File: src/shared/sltpg_pkg.sv
// Constants and types of the serial lane test pattern generator
// Function
// In ramp mode the link layer runs normally while transport is off and formatter samples are dropped.
// In ramp mode every lane sends the same octet count 0x00 to 0xFF, wrapping, once ILA is over.
// The long transport pattern is offered only when the decimation factor is above 1.
// The transport pattern follows the active output format (lane count, frame size, packing). The code ignores the lane count field.
// Transport patterns of several devices start aligned to the SYSREF event after enabling.
// Alternating-bit mode sends D21.5 on every lane without pause.
// Comma mode sends K28.5 on every active lane without pause.
// Repeated-ILA mode restarts the ILA sequence each time it ends instead of going to data.
// In repeated-ILA mode each receiver sync request causes code group sync, then ILA resumes.
// Entering repeated-ILA mode always starts with code group sync even with no request pending.
// Modified RPAT mode repeats the twelve octets BE D7 23 47 6B 8F B3 14 5E FB 35 59.
// The test pattern is picked by a four-bit lane test select field in bits 3:0 at index 0x202.
// Software changes the lane test select only while the link enable is clear.
// Lane power follows decimation and lane settings, never the selected test mode. The code uses only link enable and the lane count field, not decimation.
// With select zero, normal sample data passes through with no pattern inserted.
package sltpg_pkg;
    localparam int ADDR_W = 14;
    localparam logic [11:0] IDX_LINK_CTRL = 12'h200;
    localparam logic [11:0] IDX_FORMAT = 12'h201;
    localparam logic [11:0] IDX_TEST = 12'h202;
    localparam logic [11:0] IDX_STATUS = 12'h203;
    localparam int LINK_EN_BIT = 0;
    localparam int TEST_LSB = 0;
    localparam int FMT_DEC_LSB = 0;
    localparam int FMT_PACK_BIT = 6;
    localparam int FMT_LANES_LSB = 8;
    localparam int ST_STATE_LSB = 0;
    localparam int ST_SYNC_BIT = 4;
    localparam int ST_FULL_BIT = 5;
    localparam int ST_EMPTY_BIT = 6;
    localparam int ST_MODE_LSB = 8;
    localparam int ST_ILA_LSB = 12;
    localparam logic [3:0] TEST_RST = 4'h0;
    localparam logic [5:0] DEC_RST = 6'h04;
    localparam logic [2:0] LANES_RST = 3'h4;
    localparam logic PACK_RST = 1'b0;
    localparam logic [3:0] MODE_NORMAL = 4'h0;
    localparam logic [3:0] MODE_RAMP = 4'h4;
    localparam logic [3:0] MODE_TRANSPORT = 4'h5;
    localparam logic [3:0] MODE_D21_5 = 4'h6;
    localparam logic [3:0] MODE_K28_5 = 4'h7;
    localparam logic [3:0] MODE_REP_ILA = 4'h8;
    localparam logic [3:0] MODE_RPAT = 4'h9;
    localparam logic [7:0] SYM_K28_5 = 8'hBC;
    localparam logic [7:0] SYM_D21_5 = 8'hB5;
    localparam logic [7:0] SYM_K28_0 = 8'h1C;
    localparam logic [7:0] SYM_K28_3 = 8'h7C;
    localparam logic [7:0] SYM_K28_4 = 8'h9C;
    localparam logic [3:0] RPAT_LAST = 4'hB;
    localparam logic [1:0] ILA_LAST_MF = 2'h3;
    localparam logic [15:0] TP_MARK = 16'h8000;

    typedef enum logic [3:0] {
        ST_IDLE = 4'b0001,
        ST_CGS = 4'b0010,
        ST_ILA = 4'b0100,
        ST_DATA = 4'b1000
    } sltpg_state_t;

    typedef struct packed {
        logic k;
        logic [7:0] d;
    } sltpg_sym_t;

    typedef struct packed {
        logic [2:0] lanes;
        logic pack;
        logic [5:0] decim;
    } sltpg_fmt_t;

    function automatic logic [7:0] rpat_octet(input logic [3:0] i);
        case (i)
            4'h0: rpat_octet = 8'hBE;
            4'h1: rpat_octet = 8'hD7;
            4'h2: rpat_octet = 8'h23;
            4'h3: rpat_octet = 8'h47;
            4'h4: rpat_octet = 8'h6B;
            4'h5: rpat_octet = 8'h8F;
            4'h6: rpat_octet = 8'hB3;
            4'h7: rpat_octet = 8'h14;
            4'h8: rpat_octet = 8'h5E;
            4'h9: rpat_octet = 8'hFB;
            4'hA: rpat_octet = 8'h35;
            default: rpat_octet = 8'h59;
        endcase
    endfunction
endpackage

File: src/hw/sltpg_top.sv
// Lane test pattern generator with APB registers and sample FIFO
//
// The APB interface to the registers and the placing of the registers are this design's own decisions.
`timescale 1ns/1ns

module sltpg_fifo #(
    parameter int WIDTH = 32,
    parameter int DEPTH = 8
) (
    input wire logic ref_clk,
    input wire logic rstn,
    input wire logic in_valid,
    output logic in_ready,
    input wire logic [WIDTH-1:0] in_data,
    output logic out_valid,
    input wire logic out_ready,
    output logic [WIDTH-1:0] out_data,
    output logic full,
    output logic empty
);
    localparam int PW = $clog2(DEPTH);
    logic [WIDTH-1:0] mem [DEPTH];
    logic [PW:0] wr_r;
    logic [PW:0] rd_r;
    logic push;
    logic pop;

    assign empty = (wr_r == rd_r);
    assign full = (wr_r[PW-1:0] == rd_r[PW-1:0]) && (wr_r[PW] != rd_r[PW]);
    assign in_ready = !full;
    assign out_valid = !empty;
    assign out_data = mem[rd_r[PW-1:0]];
    assign push = in_valid && !full;
    assign pop = out_ready && !empty;

    always_ff @(posedge ref_clk) begin
        if (push) begin
            mem[wr_r[PW-1:0]] <= in_data;
        end
    end

    always_ff @(posedge ref_clk or negedge rstn) begin
        if (!rstn) begin
            wr_r <= '0;
            rd_r <= '0;
        end else begin
            if (push) begin
                wr_r <= wr_r + 1'b1;
            end
            if (pop) begin
                rd_r <= rd_r + 1'b1;
            end
        end
    end
endmodule // sltpg_fifo

module sltpg_top
    import sltpg_pkg::*;
#(
    parameter int NUM_LANES = 4,
    parameter int FRAMES_PER_MF = 10,
    parameter int OCTETS_PER_FRAME = 2,
    parameter int FIFO_DEPTH = 8
) (
    input wire logic ref_clk,
    input wire logic rstn,
    input wire logic psel,
    input wire logic penable,
    input wire logic pwrite,
    input wire logic [ADDR_W-1:0] paddr,
    input wire logic [31:0] pwdata,
    output logic [31:0] prdata,
    output logic pready,
    output logic pslverr,
    input wire logic sample_valid,
    output logic sample_ready,
    input wire logic [8*NUM_LANES-1:0] sample_data,
    input wire logic sync_n,
    input wire logic sysref,
    output sltpg_sym_t [NUM_LANES-1:0] lane_sym,
    output logic [NUM_LANES-1:0] lane_power_up
);
    localparam int MF_OCTETS = FRAMES_PER_MF * OCTETS_PER_FRAME;
    localparam int MF_W = $clog2(MF_OCTETS);
    localparam logic [MF_W-1:0] MF_END = MF_W'(MF_OCTETS - 1);

    logic link_en_r;
    logic [3:0] test_sel_r;
    logic [3:0] mode_r;
    sltpg_fmt_t fmt_r;
    sltpg_state_t state_r;
    logic [1:0] sync_meta_r;
    logic [2:0] sysref_sh_r;
    logic synced;
    logic sysref_edge;
    logic [MF_W-1:0] mf_oct_r;
    logic lmfc_end;
    logic [1:0] ila_mf_r;
    logic [7:0] ramp_r;
    logic [3:0] rpat_r;
    logic [31:0] prdata_r;
    logic pslverr_r;
    logic wr_en;
    logic [11:0] idx;
    logic fifo_ovalid;
    logic fifo_oready;
    logic [8*NUM_LANES-1:0] fifo_odata;
    logic fifo_full;
    logic fifo_empty;
    logic tp_ok;
    sltpg_sym_t [NUM_LANES-1:0] sym_nxt;
    sltpg_sym_t [NUM_LANES-1:0] lane_sym_r;

    // Lanes in use from the lane count field, zero means one
    function automatic logic [NUM_LANES-1:0] lane_mask(input logic [2:0] n);
        logic [NUM_LANES-1:0] m;
        m = '0;
        for (int i = 0; i < NUM_LANES; i++) begin
            m[i] = (i < int'(n)) || (i == 0);
        end
        return m;
    endfunction

    // Transport pattern word for one lane and frame of the multiframe
    function automatic logic [15:0] tp_word(input int lane, input int frame, input logic pk);
        logic [15:0] w;
        w = '0;
        if (frame == 0) begin
            w = 16'(lane + 1) + 16'(pk);
        end else if (frame == 1) begin
            w = 16'(lane + 2);
        end else begin
            w = TP_MARK | 16'(frame - 2 == lane);
        end
        return w;
    endfunction

    assign idx = paddr[ADDR_W-1:2];
    assign wr_en = psel && penable && pwrite;
    assign pready = psel && penable;
    assign prdata = prdata_r;
    assign pslverr = pslverr_r;
    assign lane_sym = lane_sym_r;
    assign synced = sync_meta_r[1];
    assign sysref_edge = sysref_sh_r[1] && !sysref_sh_r[2];
    assign lmfc_end = (mf_oct_r == MF_END);
    assign tp_ok = (fmt_r.decim > 6'h01);

    // Lane power ignores the test selection
    assign lane_power_up = link_en_r ? lane_mask(fmt_r.lanes) : '0;

    always_ff @(posedge ref_clk or negedge rstn) begin
        if (!rstn) begin
            link_en_r <= 1'b0;
            test_sel_r <= TEST_RST;
            fmt_r <= '{lanes: LANES_RST, pack: PACK_RST, decim: DEC_RST};
        end else if (wr_en) begin
            case (idx)
                IDX_LINK_CTRL: link_en_r <= pwdata[LINK_EN_BIT];
                IDX_TEST: test_sel_r <= pwdata[TEST_LSB +: 4];
                IDX_FORMAT: begin
                    fmt_r.decim <= pwdata[FMT_DEC_LSB +: 6];
                    fmt_r.pack <= pwdata[FMT_PACK_BIT];
                    fmt_r.lanes <= pwdata[FMT_LANES_LSB +: 3];
                end
                default: ;
            endcase
        end
    end

    // Read data and error sampled in the setup cycle, held through access
    always_ff @(posedge ref_clk or negedge rstn) begin
        if (!rstn) begin
            prdata_r <= 32'h0000_0000;
            pslverr_r <= 1'b0;
        end else if (psel && !penable) begin
            prdata_r <= 32'h0000_0000;
            pslverr_r <= 1'b0;
            case (idx)
                IDX_LINK_CTRL: prdata_r[LINK_EN_BIT] <= link_en_r;
                IDX_TEST: prdata_r[TEST_LSB +: 4] <= test_sel_r;
                IDX_FORMAT: begin
                    prdata_r[FMT_DEC_LSB +: 6] <= fmt_r.decim;
                    prdata_r[FMT_PACK_BIT] <= fmt_r.pack;
                    prdata_r[FMT_LANES_LSB +: 3] <= fmt_r.lanes;
                end
                IDX_STATUS: begin
                    prdata_r[ST_STATE_LSB +: 4] <= state_r;
                    prdata_r[ST_SYNC_BIT] <= synced;
                    prdata_r[ST_FULL_BIT] <= fifo_full;
                    prdata_r[ST_EMPTY_BIT] <= fifo_empty;
                    prdata_r[ST_MODE_LSB +: 4] <= mode_r;
                    prdata_r[ST_ILA_LSB +: 2] <= ila_mf_r;
                end
                default: pslverr_r <= 1'b1;
            endcase
        end
    end

    // Selection frozen while the link runs so a mode never switches mid-link
    always_ff @(posedge ref_clk or negedge rstn) begin
        if (!rstn) begin
            mode_r <= TEST_RST;
        end else if (!link_en_r) begin
            mode_r <= test_sel_r;
        end
    end

    // Pin inputs, two stages before use
    always_ff @(posedge ref_clk or negedge rstn) begin
        if (!rstn) begin
            sync_meta_r <= 2'b00;
            sysref_sh_r <= 3'b000;
        end else begin
            sync_meta_r <= {sync_meta_r[0], sync_n};
            sysref_sh_r <= {sysref_sh_r[1:0], sysref};
        end
    end

    // Local multiframe clock, phase reset by SYSREF
    always_ff @(posedge ref_clk or negedge rstn) begin
        if (!rstn) begin
            mf_oct_r <= '0;
        end else if (sysref_edge) begin
            mf_oct_r <= '0;
        end else if (lmfc_end) begin
            mf_oct_r <= '0;
        end else begin
            mf_oct_r <= mf_oct_r + 1'b1;
        end
    end

    // Link sequencing
    always_ff @(posedge ref_clk or negedge rstn) begin
        if (!rstn) begin
            state_r <= ST_IDLE;
            ila_mf_r <= 2'h0;
        end else if (!link_en_r) begin
            state_r <= ST_IDLE;
            ila_mf_r <= 2'h0;
        end else begin
            case (state_r)
                ST_IDLE: state_r <= ST_CGS;
                ST_CGS: begin
                    if (synced && lmfc_end) begin
                        state_r <= ST_ILA;
                        ila_mf_r <= 2'h0;
                    end
                end
                ST_ILA: begin
                    if (!synced) begin
                        state_r <= ST_CGS;
                    end else if (lmfc_end) begin
                        ila_mf_r <= ila_mf_r + 1'b1;
                        if (ila_mf_r == ILA_LAST_MF && mode_r != MODE_REP_ILA) begin
                            state_r <= ST_DATA;
                        end
                    end
                end
                ST_DATA: begin
                    if (!synced) begin
                        state_r <= ST_CGS;
                    end
                end
                default: state_r <= ST_IDLE;
            endcase
        end
    end

    // Ramp restarts at zero on the first data octet
    always_ff @(posedge ref_clk or negedge rstn) begin
        if (!rstn) begin
            ramp_r <= 8'h00;
        end else if (state_r != ST_DATA) begin
            ramp_r <= 8'h00;
        end else begin
            ramp_r <= ramp_r + 8'h01;
        end
    end

    always_ff @(posedge ref_clk or negedge rstn) begin
        if (!rstn) begin
            rpat_r <= 4'h0;
        end else if (!link_en_r || rpat_r == RPAT_LAST) begin
            rpat_r <= 4'h0;
        end else begin
            rpat_r <= rpat_r + 4'h1;
        end
    end

    // Test modes drain samples and drop them, except transport mode without tp_ok, which sends them; normal mode stalls outside data
    always_comb begin
        if (mode_r == MODE_NORMAL) begin
            fifo_oready = (state_r == ST_DATA);
        end else begin
            fifo_oready = 1'b1;
        end
    end

    sltpg_fifo #(
        .WIDTH(8 * NUM_LANES),
        .DEPTH(FIFO_DEPTH)
    ) u_fifo (
        .ref_clk(ref_clk),
        .rstn(rstn),
        .in_valid(sample_valid),
        .in_ready(sample_ready),
        .in_data(sample_data),
        .out_valid(fifo_ovalid),
        .out_ready(fifo_oready),
        .out_data(fifo_odata),
        .full(fifo_full),
        .empty(fifo_empty)
    );

    always_comb begin
        logic [15:0] w;
        int frame;
        int oct;
        w = '0;
        frame = int'(mf_oct_r) / OCTETS_PER_FRAME;
        oct = int'(mf_oct_r) % OCTETS_PER_FRAME;
        for (int i = 0; i < NUM_LANES; i++) begin
            sym_nxt[i] = '{k: 1'b0, d: 8'h00};
            w = tp_word(i, frame, fmt_r.pack);
            if (!link_en_r) begin
                sym_nxt[i] = '{k: 1'b0, d: 8'h00};
            end else if (mode_r == MODE_D21_5) begin
                sym_nxt[i] = '{k: 1'b0, d: SYM_D21_5};
            end else if (mode_r == MODE_K28_5) begin
                sym_nxt[i] = '{k: 1'b1, d: SYM_K28_5};
            end else if (mode_r == MODE_RPAT) begin
                sym_nxt[i] = '{k: 1'b0, d: rpat_octet(rpat_r)};
            end else if (state_r == ST_CGS) begin
                sym_nxt[i] = '{k: 1'b1, d: SYM_K28_5};
            end else if (state_r == ST_ILA) begin
                // ILA framing; repeated in R8 mode by the sequencer
                if (mf_oct_r == '0) begin
                    sym_nxt[i] = '{k: 1'b1, d: SYM_K28_0};
                end else if (lmfc_end) begin
                    sym_nxt[i] = '{k: 1'b1, d: SYM_K28_3};
                end else if (ila_mf_r == 2'h1 && mf_oct_r == MF_W'(1)) begin
                    sym_nxt[i] = '{k: 1'b1, d: SYM_K28_4};
                end else begin
                    sym_nxt[i] = '{k: 1'b0, d: 8'(mf_oct_r)};
                end
            end else if (state_r == ST_DATA) begin
                if (mode_r == MODE_RAMP) begin
                    sym_nxt[i] = '{k: 1'b0, d: ramp_r};
                end else if (mode_r == MODE_TRANSPORT && tp_ok) begin
                    // High byte first within each frame
                    sym_nxt[i] = '{k: 1'b0, d: oct[0] ? w[7:0] : w[15:8]};
                end else if (fifo_ovalid) begin
                    sym_nxt[i] = '{k: 1'b0, d: fifo_odata[8*i +: 8]};
                end
            end
        end
    end

    always_ff @(posedge ref_clk or negedge rstn) begin
        if (!rstn) begin
            lane_sym_r <= '0;
        end else begin
            lane_sym_r <= sym_nxt;
        end
    end
endmodule // sltpg_top

File: config.mk
export PLATFORM = sky130hd
export DESIGN_NAME = sltpg_top
export DESIGN_NICKNAME = d
export VERILOG_FILES = /design/src/shared/sltpg_pkg.sv /design/src/hw/sltpg_top.sv
export SDC_FILE = /design/constraint.sdc
export NUM_CORES = 1
export LEC_CHECK = 0
export ABC_CLOCK_PERIOD_IN_PS = 4700
export BUFFER_PORTS_ARGS = -buffer_cell sky130_fd_sc_hd__buf_4
export CAP_MARGIN = 0
export CORE_MARGIN = 1.5
export CORE_UTILIZATION = 55
export CTS_BUF_LIST = sky130_fd_sc_hd__clkbuf_16
export CTS_CLUSTER_DIAMETER = 120
export DETAILED_ROUTE_END_ITERATION = 8
export PLACE_DENSITY = 0.76
export SLEW_MARGIN = 20
export SYNTH_ARGS = -nofsm -noshare
export SYNTH_HDL_FRONTEND = slang
export SYNTH_SLANG_ARGS = --single-unit
export TNS_END_PERCENT = 10
File: constraint.sdc
create_clock -name ref_clk -period 4.7 [get_ports ref_clk]
set_input_delay 0.235 -clock ref_clk [delete_from_list [all_inputs] [get_ports ref_clk]]
set_output_delay 0.235 -clock ref_clk [all_outputs]
set_load 0.01 [all_outputs]
==> run metrics, run 1 <==
Initial Utilization 0.563; Post-Syn Area between 15000 and 20000 um^2; final instance area approximately 18000 um^2; endpoint class of the critical path flop; Cell Area, Placed ~16000 um^2; flops & latches, synth approximately 360; Nets approximately 1200; CP Data Arrival Time 3.34 ns; measured slew at the worst slew-check pin 1.02 ns; DRC viols 0; Required @ worst endpoint ~4.9 ns; Inst Count DP between 1000 and 1500; outcome completed; WL final 32.7 mm; GR Util met1 0.325; TritonCTS clock tree built; CTS HTree Levels 2; critical path type reg -> reg; flop2flop setup slack around 1.6 ns; Pwr Density between 400 and 500 nW/um^2; Rows 60; setup_tns 0 ns; pin count of the biggest net entering global routing 67; Post-DRT Antenna Nets 0; largest area contributor in the synthesized netlist edfxtp_1; Startpoint Class flop; die area 28700 um^2; Die H around 170 um; synth top area cells edfxtp_1, dfrtp_1, mux4_2; CTS Buf Count 37; # setup viols final 0; Synth top area share 0.506; sequential fraction of the synthesis area 0.674; clk_skew between 0.015 and 0.02 ns; post-route worst setup slack 1.58 ns; I/O Buffers between 100 and 150; drt first pass iters 5; Primary FF master, synth edfxtp_1; global route overflow 0; gpl congestion just over 0.9; GR peak layer met2; GRT Overall Usage 0.234; via count around 9000; YS warnings 0; Pins Over Slew Limit 0; pre-CTS setup slack 1.54 ns; clock tree buffer depth 3; peak supply drop around 0.34 mV; met3 global-route usage 0.0394; post-layout util 0.663; Async SR Flop Fraction 0.285; post-synthesis cell type count between 60 and 70; final period utilization 0.663; Core ar. 27000 um^2; first-pass GRT wire length 50.6 mm; Max Cap Viol 0; DP HPWL roughly 20 mm; I/O pins about 160; fmax roughly 0.32 GHz; CTS Root Cell clkbuf_16; final hold vios 0; drt wl/cell approximately 22 um; Pleak roughly 6.7 nW; Final min period ~3.1 ns; CP Max Fanout 28; Filler cells about 1800; die span in x 169 um; final non-filler cell total between 1000 and 1500; Clock transition at path regs ~0.060 ns; share of layout cells above drive strength 1 0.291; synthesized area per cell ~16 um^2; Min-Delay Path Class in -> reg; relative slew slack 0.323; EDFF count, synth between 200 and 300; area grow syn2layout 17.8%; antenna violations before repair 1; Skew-Pair Late Insertion Delay 0.53 ns; vias per cell ~6.0; Syn Inst Count ~950; 1st-iter DRT viols just over 800; RSZ-0062 raised after global routing false; most common cell in the synthesized netlist edfxtp_1; clock tree sinks around 360; met2 Use GR 0.390; vias in the first global route 8877; commonest cells in the netlist edfxtp_1, dfrtp_1, nand2_1
==> state kept, by name, summed over array words and instances, names as in the netlist, 5 cells and up <==
name,cells
mf_oct_r,5
lane_sym,33
prdata,13
ramp_r,8
fmt_r,10
u_fifo.mem,256
==> path summary, 6_finish.rpt <==
kind | start | to | cells after the start
setup / recovery | u_fifo.rd_r[0] | u_fifo.mem[6][16] | 6
hold / removal | sample_valid | u_fifo.wr_r[0] | 4
setup reg to reg | u_fifo.rd_r[0] | u_fifo.mem[6][16] | 6
hold reg to reg | sysref_sh_r[0] | sysref_sh_r[1] | 0
max in group asynchronous | rstn | u_fifo.rd_r[0] | 3
min in group asynchronous | rstn | rpat_r[2] | 2
==> metal layers <==
metal  share of wire  wire [um]
met1            0.42      13700
met2            0.50      16300
met3           0.065       2110
met4           0.018        591
met5               0          0
==> layout make-up <==
cell class                 count  area [um^2]  area share
tap                          341          427      0.0238
timing repair buffer         177         1440      0.0804
sequential                   358        10200       0.572
multi-input combinational    527         4620       0.258
clock inverter                26          199      0.0111
clock buffer                  37          926      0.0517
inverter                      14         52.6     0.00293
antenna                        1         2.50    0.000140
==> worst max-delay path, cell delays in order (launching register included) <==
cell	delay, ns
dfrtp_4	0.79
xor2_1	0.25
or4_1	0.25
nand2_1	0.11
or2_2	0.39
nor2_4	0.66
buf_4	0.34
==> repair_timing <==
action                                 CTS  global route
hold buffers                            45             0
gates resized for setup                  0             0
endpoints found under the hold margin  320             0
setup buffers                            0             0
==> kinds of logic after synthesis <==
group	after synthesis	share of synthesized area
compound gates	144	0.0590
mux	124	0.139
xor+xnor	20	0.0115
buf+inv	87	0.0304
simple gates	201	0.0706
fa+ha+maj	19	0.0156
other cells	1	0.000247
flops	358	0.674
==> where the power goes <==
group          switching, W  total [W]  internal, W
combinational      0.000600   0.000991     0.000391
clock               0.00119    0.00270      0.00151
sequential         0.000159    0.00392      0.00376
==> metrics by stage <==
stage               hold slack [ns]  total power (W)
CTS                          0.0133          0.00766
finish                       0.0250          0.00761
global route                 0.0412          0.00790
global placement              0.270          0.00489
detailed placement            0.277          0.00493
floorplan                   -0.0606          0.00456
==> cell usage in the layout, fill, tap and decap left out, types with 37 or more instances in the layout <==
master / n
o21ai_0: 43
mux2_2: 57
nand2_1: 72
mux4_2: 64
dlygate4sd3_1: 45
clkbuf_16: 37
dfrtp_1: 96
buf_4: 132
a21oi_1: 39
edfxtp_1: 256
No activity file was read; power rests on OpenSTA's default activity.
==> inputs of run 2 (changes only) <==
--- a/config.mk
+++ b/config.mk
@@ -5,7 +5,7 @@
 export SDC_FILE = /design/constraint.sdc
 export NUM_CORES = 1
 export LEC_CHECK = 0
-export ABC_CLOCK_PERIOD_IN_PS = 4700
+export ABC_CLOCK_PERIOD_IN_PS = 3150
 export BUFFER_PORTS_ARGS = -buffer_cell sky130_fd_sc_hd__buf_4
 export CAP_MARGIN = 0
 export CORE_MARGIN = 1.5
==> constraint.sdc (replaced) <==
create_clock -name ref_clk -period 3.15 [get_ports ref_clk]
set_input_delay 0.1575 -clock ref_clk [delete_from_list [all_inputs] [get_ports ref_clk]]
set_output_delay 0.1575 -clock ref_clk [all_outputs]
set_load 0.01 [all_outputs]
==> run 2 against run 1 <==
Effect of this change: non-clock buffer count rose by 16; critical path type unchanged; clock skew rose by 0.0026 ns; maximum frequency rose by 16%; critical endpoint is now u_fifo.mem[6][27]; wire length rose by 0.18%; cell count rose by 1.1%; sequential power rose by 47%; total power rose by 53%; utilization rose by 0.84 points; largest cell class unchanged; combinational power rose by 63%.
==> run metrics, run 2 (same netlist as run 1, synthesis figures left out) <==
outcome completed; CP Max Fanout 24 (-14%); TritonCTS clock tree built; WL final 32.8 mm (+0.18%); clock tree buffer depth 3 (unchanged); CP max-delay cell nor2_4; fmax 0.372 GHz (+16%); CP Data Arrival Time 2.89 ns (-0.45 ns); Multi-input gate area 4640 um^2 (+0.27%); Die H 169 um (unchanged); post-route worst setup slack 0.461 ns (-1.12 ns); post-CTS setup buffers 0 (unchanged); I/O Buffers 117 (unchanged); number of gates resized after CTS 0 (unchanged); Rows 60 (unchanged); final period utilization 0.854 (+0.190); I/O pins 161 (unchanged); critical path type reg -> reg; die span in x 169 um (unchanged); drt first pass iters 5 (unchanged); routed wl met3 2.03 mm (-3.7%); CTS Buf Count 36 (-2.7%); clk_skew 0.0213 ns (+0.00256 ns); measured slew at the worst slew-check pin 1.04 ns (+0.0216 ns); peak supply drop 0.625 mV (+86%); CTS HTree Levels 2 (unchanged); drt wl/cell 21.9 um (-0.95%); Met1 Wirelength 13.6 mm (-1.2%); Filler cells 1810 (-1.5%); slowest stage delay, CP 0.72 ns (-0.07 ns); Startpoint Class flop; crit path cell chain xor2_1 > or4_1 > nand2_1 > or2_2 > nor2_4 > buf_4; pin count of the biggest net entering global routing 67 (unchanged); hold-fix buffers at CTS 46 (+2.2%); Power Total 0.0116 W (+53%); antenna violations before repair 0 (-1); Final min period 2.69 ns (-0.428 ns); final instance area 18100 um^2 (+1.3%); vias in the first global route 8812 (-0.73%); Nets 1235 (+1.2%); 1st-iter DRT viols 711 (-14%); Cell Area, Placed 16500 um^2 (+0.99%); Post-DRT Antenna Nets 0 (unchanged); setup_tns 0 ns (unchanged); most frequent cells in the layout edfxtp_1, buf_4, dfrtp_1; share of layout cells above drive strength 1 0.303 (+0.0128); vias per cell 5.89 (-1.2%); DRC viols 0 (unchanged); area grow syn2layout 19.3%; CTS Root Cell clkbuf_16; Inst Count DP 1387 (+1.1%); via count 8830 (-0.023%); antenna cells 0 (-1); final non-filler cell total 1498 (+1.1%); Min-Delay Path Class in -> reg; Pleak 6.77 nW (+1.7%); Skew-Pair Late Insertion Delay 0.52 ns (about the same); clock tree sinks 358 (unchanged); die area 28700 um^2 (unchanged); Initial Utilization 0.563 (unchanged); final hold vios 0 (unchanged); max reg flops 256 (unchanged); Pwr Density 641 nW/um^2 (+51%); FF/Latch Area 10200 um^2 (unchanged); GRT Overall Usage 0.236 (+0.00131); relative slew slack 0.309 (-0.0144); first-pass GRT wire length 50.8 mm (+0.30%); gpl congestion 0.864 (-7.5%); commonest non-fill, non-tap cell in the layout edfxtp_1; Required @ worst endpoint 3.35 ns (-1.57 ns); RSZ-0062 raised after global routing false; Pins Over Slew Limit 0 (unchanged); DP HPWL 19.4 mm (-1.8%); pre-CTS setup slack 0.448 ns (-1.09 ns); top routing layer in use met4; Clock transition at path regs 0.06 ns (about the same); # setup viols final 0 (unchanged); met2 routed WL 16.3 mm (+0.12%); Max Cap Viol 0 (unchanged); global route overflow 0 (unchanged); Core ar. 27000 um^2 (unchanged); endpoint class of the critical path flop
==> run 2: cell types whose count changed in the layout (fill, tap and decap cells not counted), moves of 3 or more <==
cell / previous run / this run
buf_12: 0 / 3
inv_1: 22 / 19
clkinv_2: 3 / 7
bufinv_16: 1 / 5
buf_4: 132 / 144
==> run 2: worst max-delay path: cells and delay by family, from the launching register on <==
family | cells | cell delay (ns)
xor+xnor | 1 | 0.21
buf+inv | 1 | 0.35
flops | 1 | 0.49
simple gates | 4 | 1.30
==> run 2: worst paths after layout <==
path	start	slack, ns	depth (start not counted)	endpoint
worst max register to register	u_fifo.rd_r[0]	0.46	6	u_fifo.mem[6][27]
worst max-delay path	u_fifo.rd_r[0]	0.46	6	u_fifo.mem[6][27]
min in group asynchronous	rstn	0.20	2	prdata[0]
worst min register to register	sysref_sh_r[0]	0.35	0	sysref_sh_r[1]
max in group asynchronous	rstn	2.03	3	fmt_r[2]
worst min-delay path	paddr[2]	0.07	3	prdata[2]
==> run 2: metal layers <==
metal  vias up  global-route usage
met2       374               0.401
met4         0              0.0712
met3        65              0.0329
met1      4412               0.319
met5         -                   0
li1       3979                   -
==> run 2: final cells by class <==
| class | count | area share |
|---|---|---|
| inverters | 14 | 0.00290 |
| flip-flops and latches | 358 | 0.565 |
| clock buffers | 36 | 0.0496 |
| well taps | 341 | 0.0235 |
| clock inverters | 29 | 0.0154 |
| multi-input cells | 527 | 0.255 |
| repair buffers | 193 | 0.0883 |
==> run 2: metrics by stage <==
stage | hold slack (ns) | util
3_3_place_gp | 0.189 | 0.611
5_1_grt | 0.0956 | 0.671
2_1_floorplan | -0.138 | -
3_5_place_dp | 0.197 | 0.611
6_report | 0.0721 | 0.671
4_1_cts | 0.0596 | 0.671
==> run 2: where the power goes <==
group	leakage, nW	total [W]	internal (W)	switching (W)
logic	2.47	0.00162	0.000641	0.000978
clock network	0.599	0.00424	0.00251	0.00173
registers	3.70	0.00578	0.00561	0.000172
total	6.77	0.0116	0.00876	0.00288
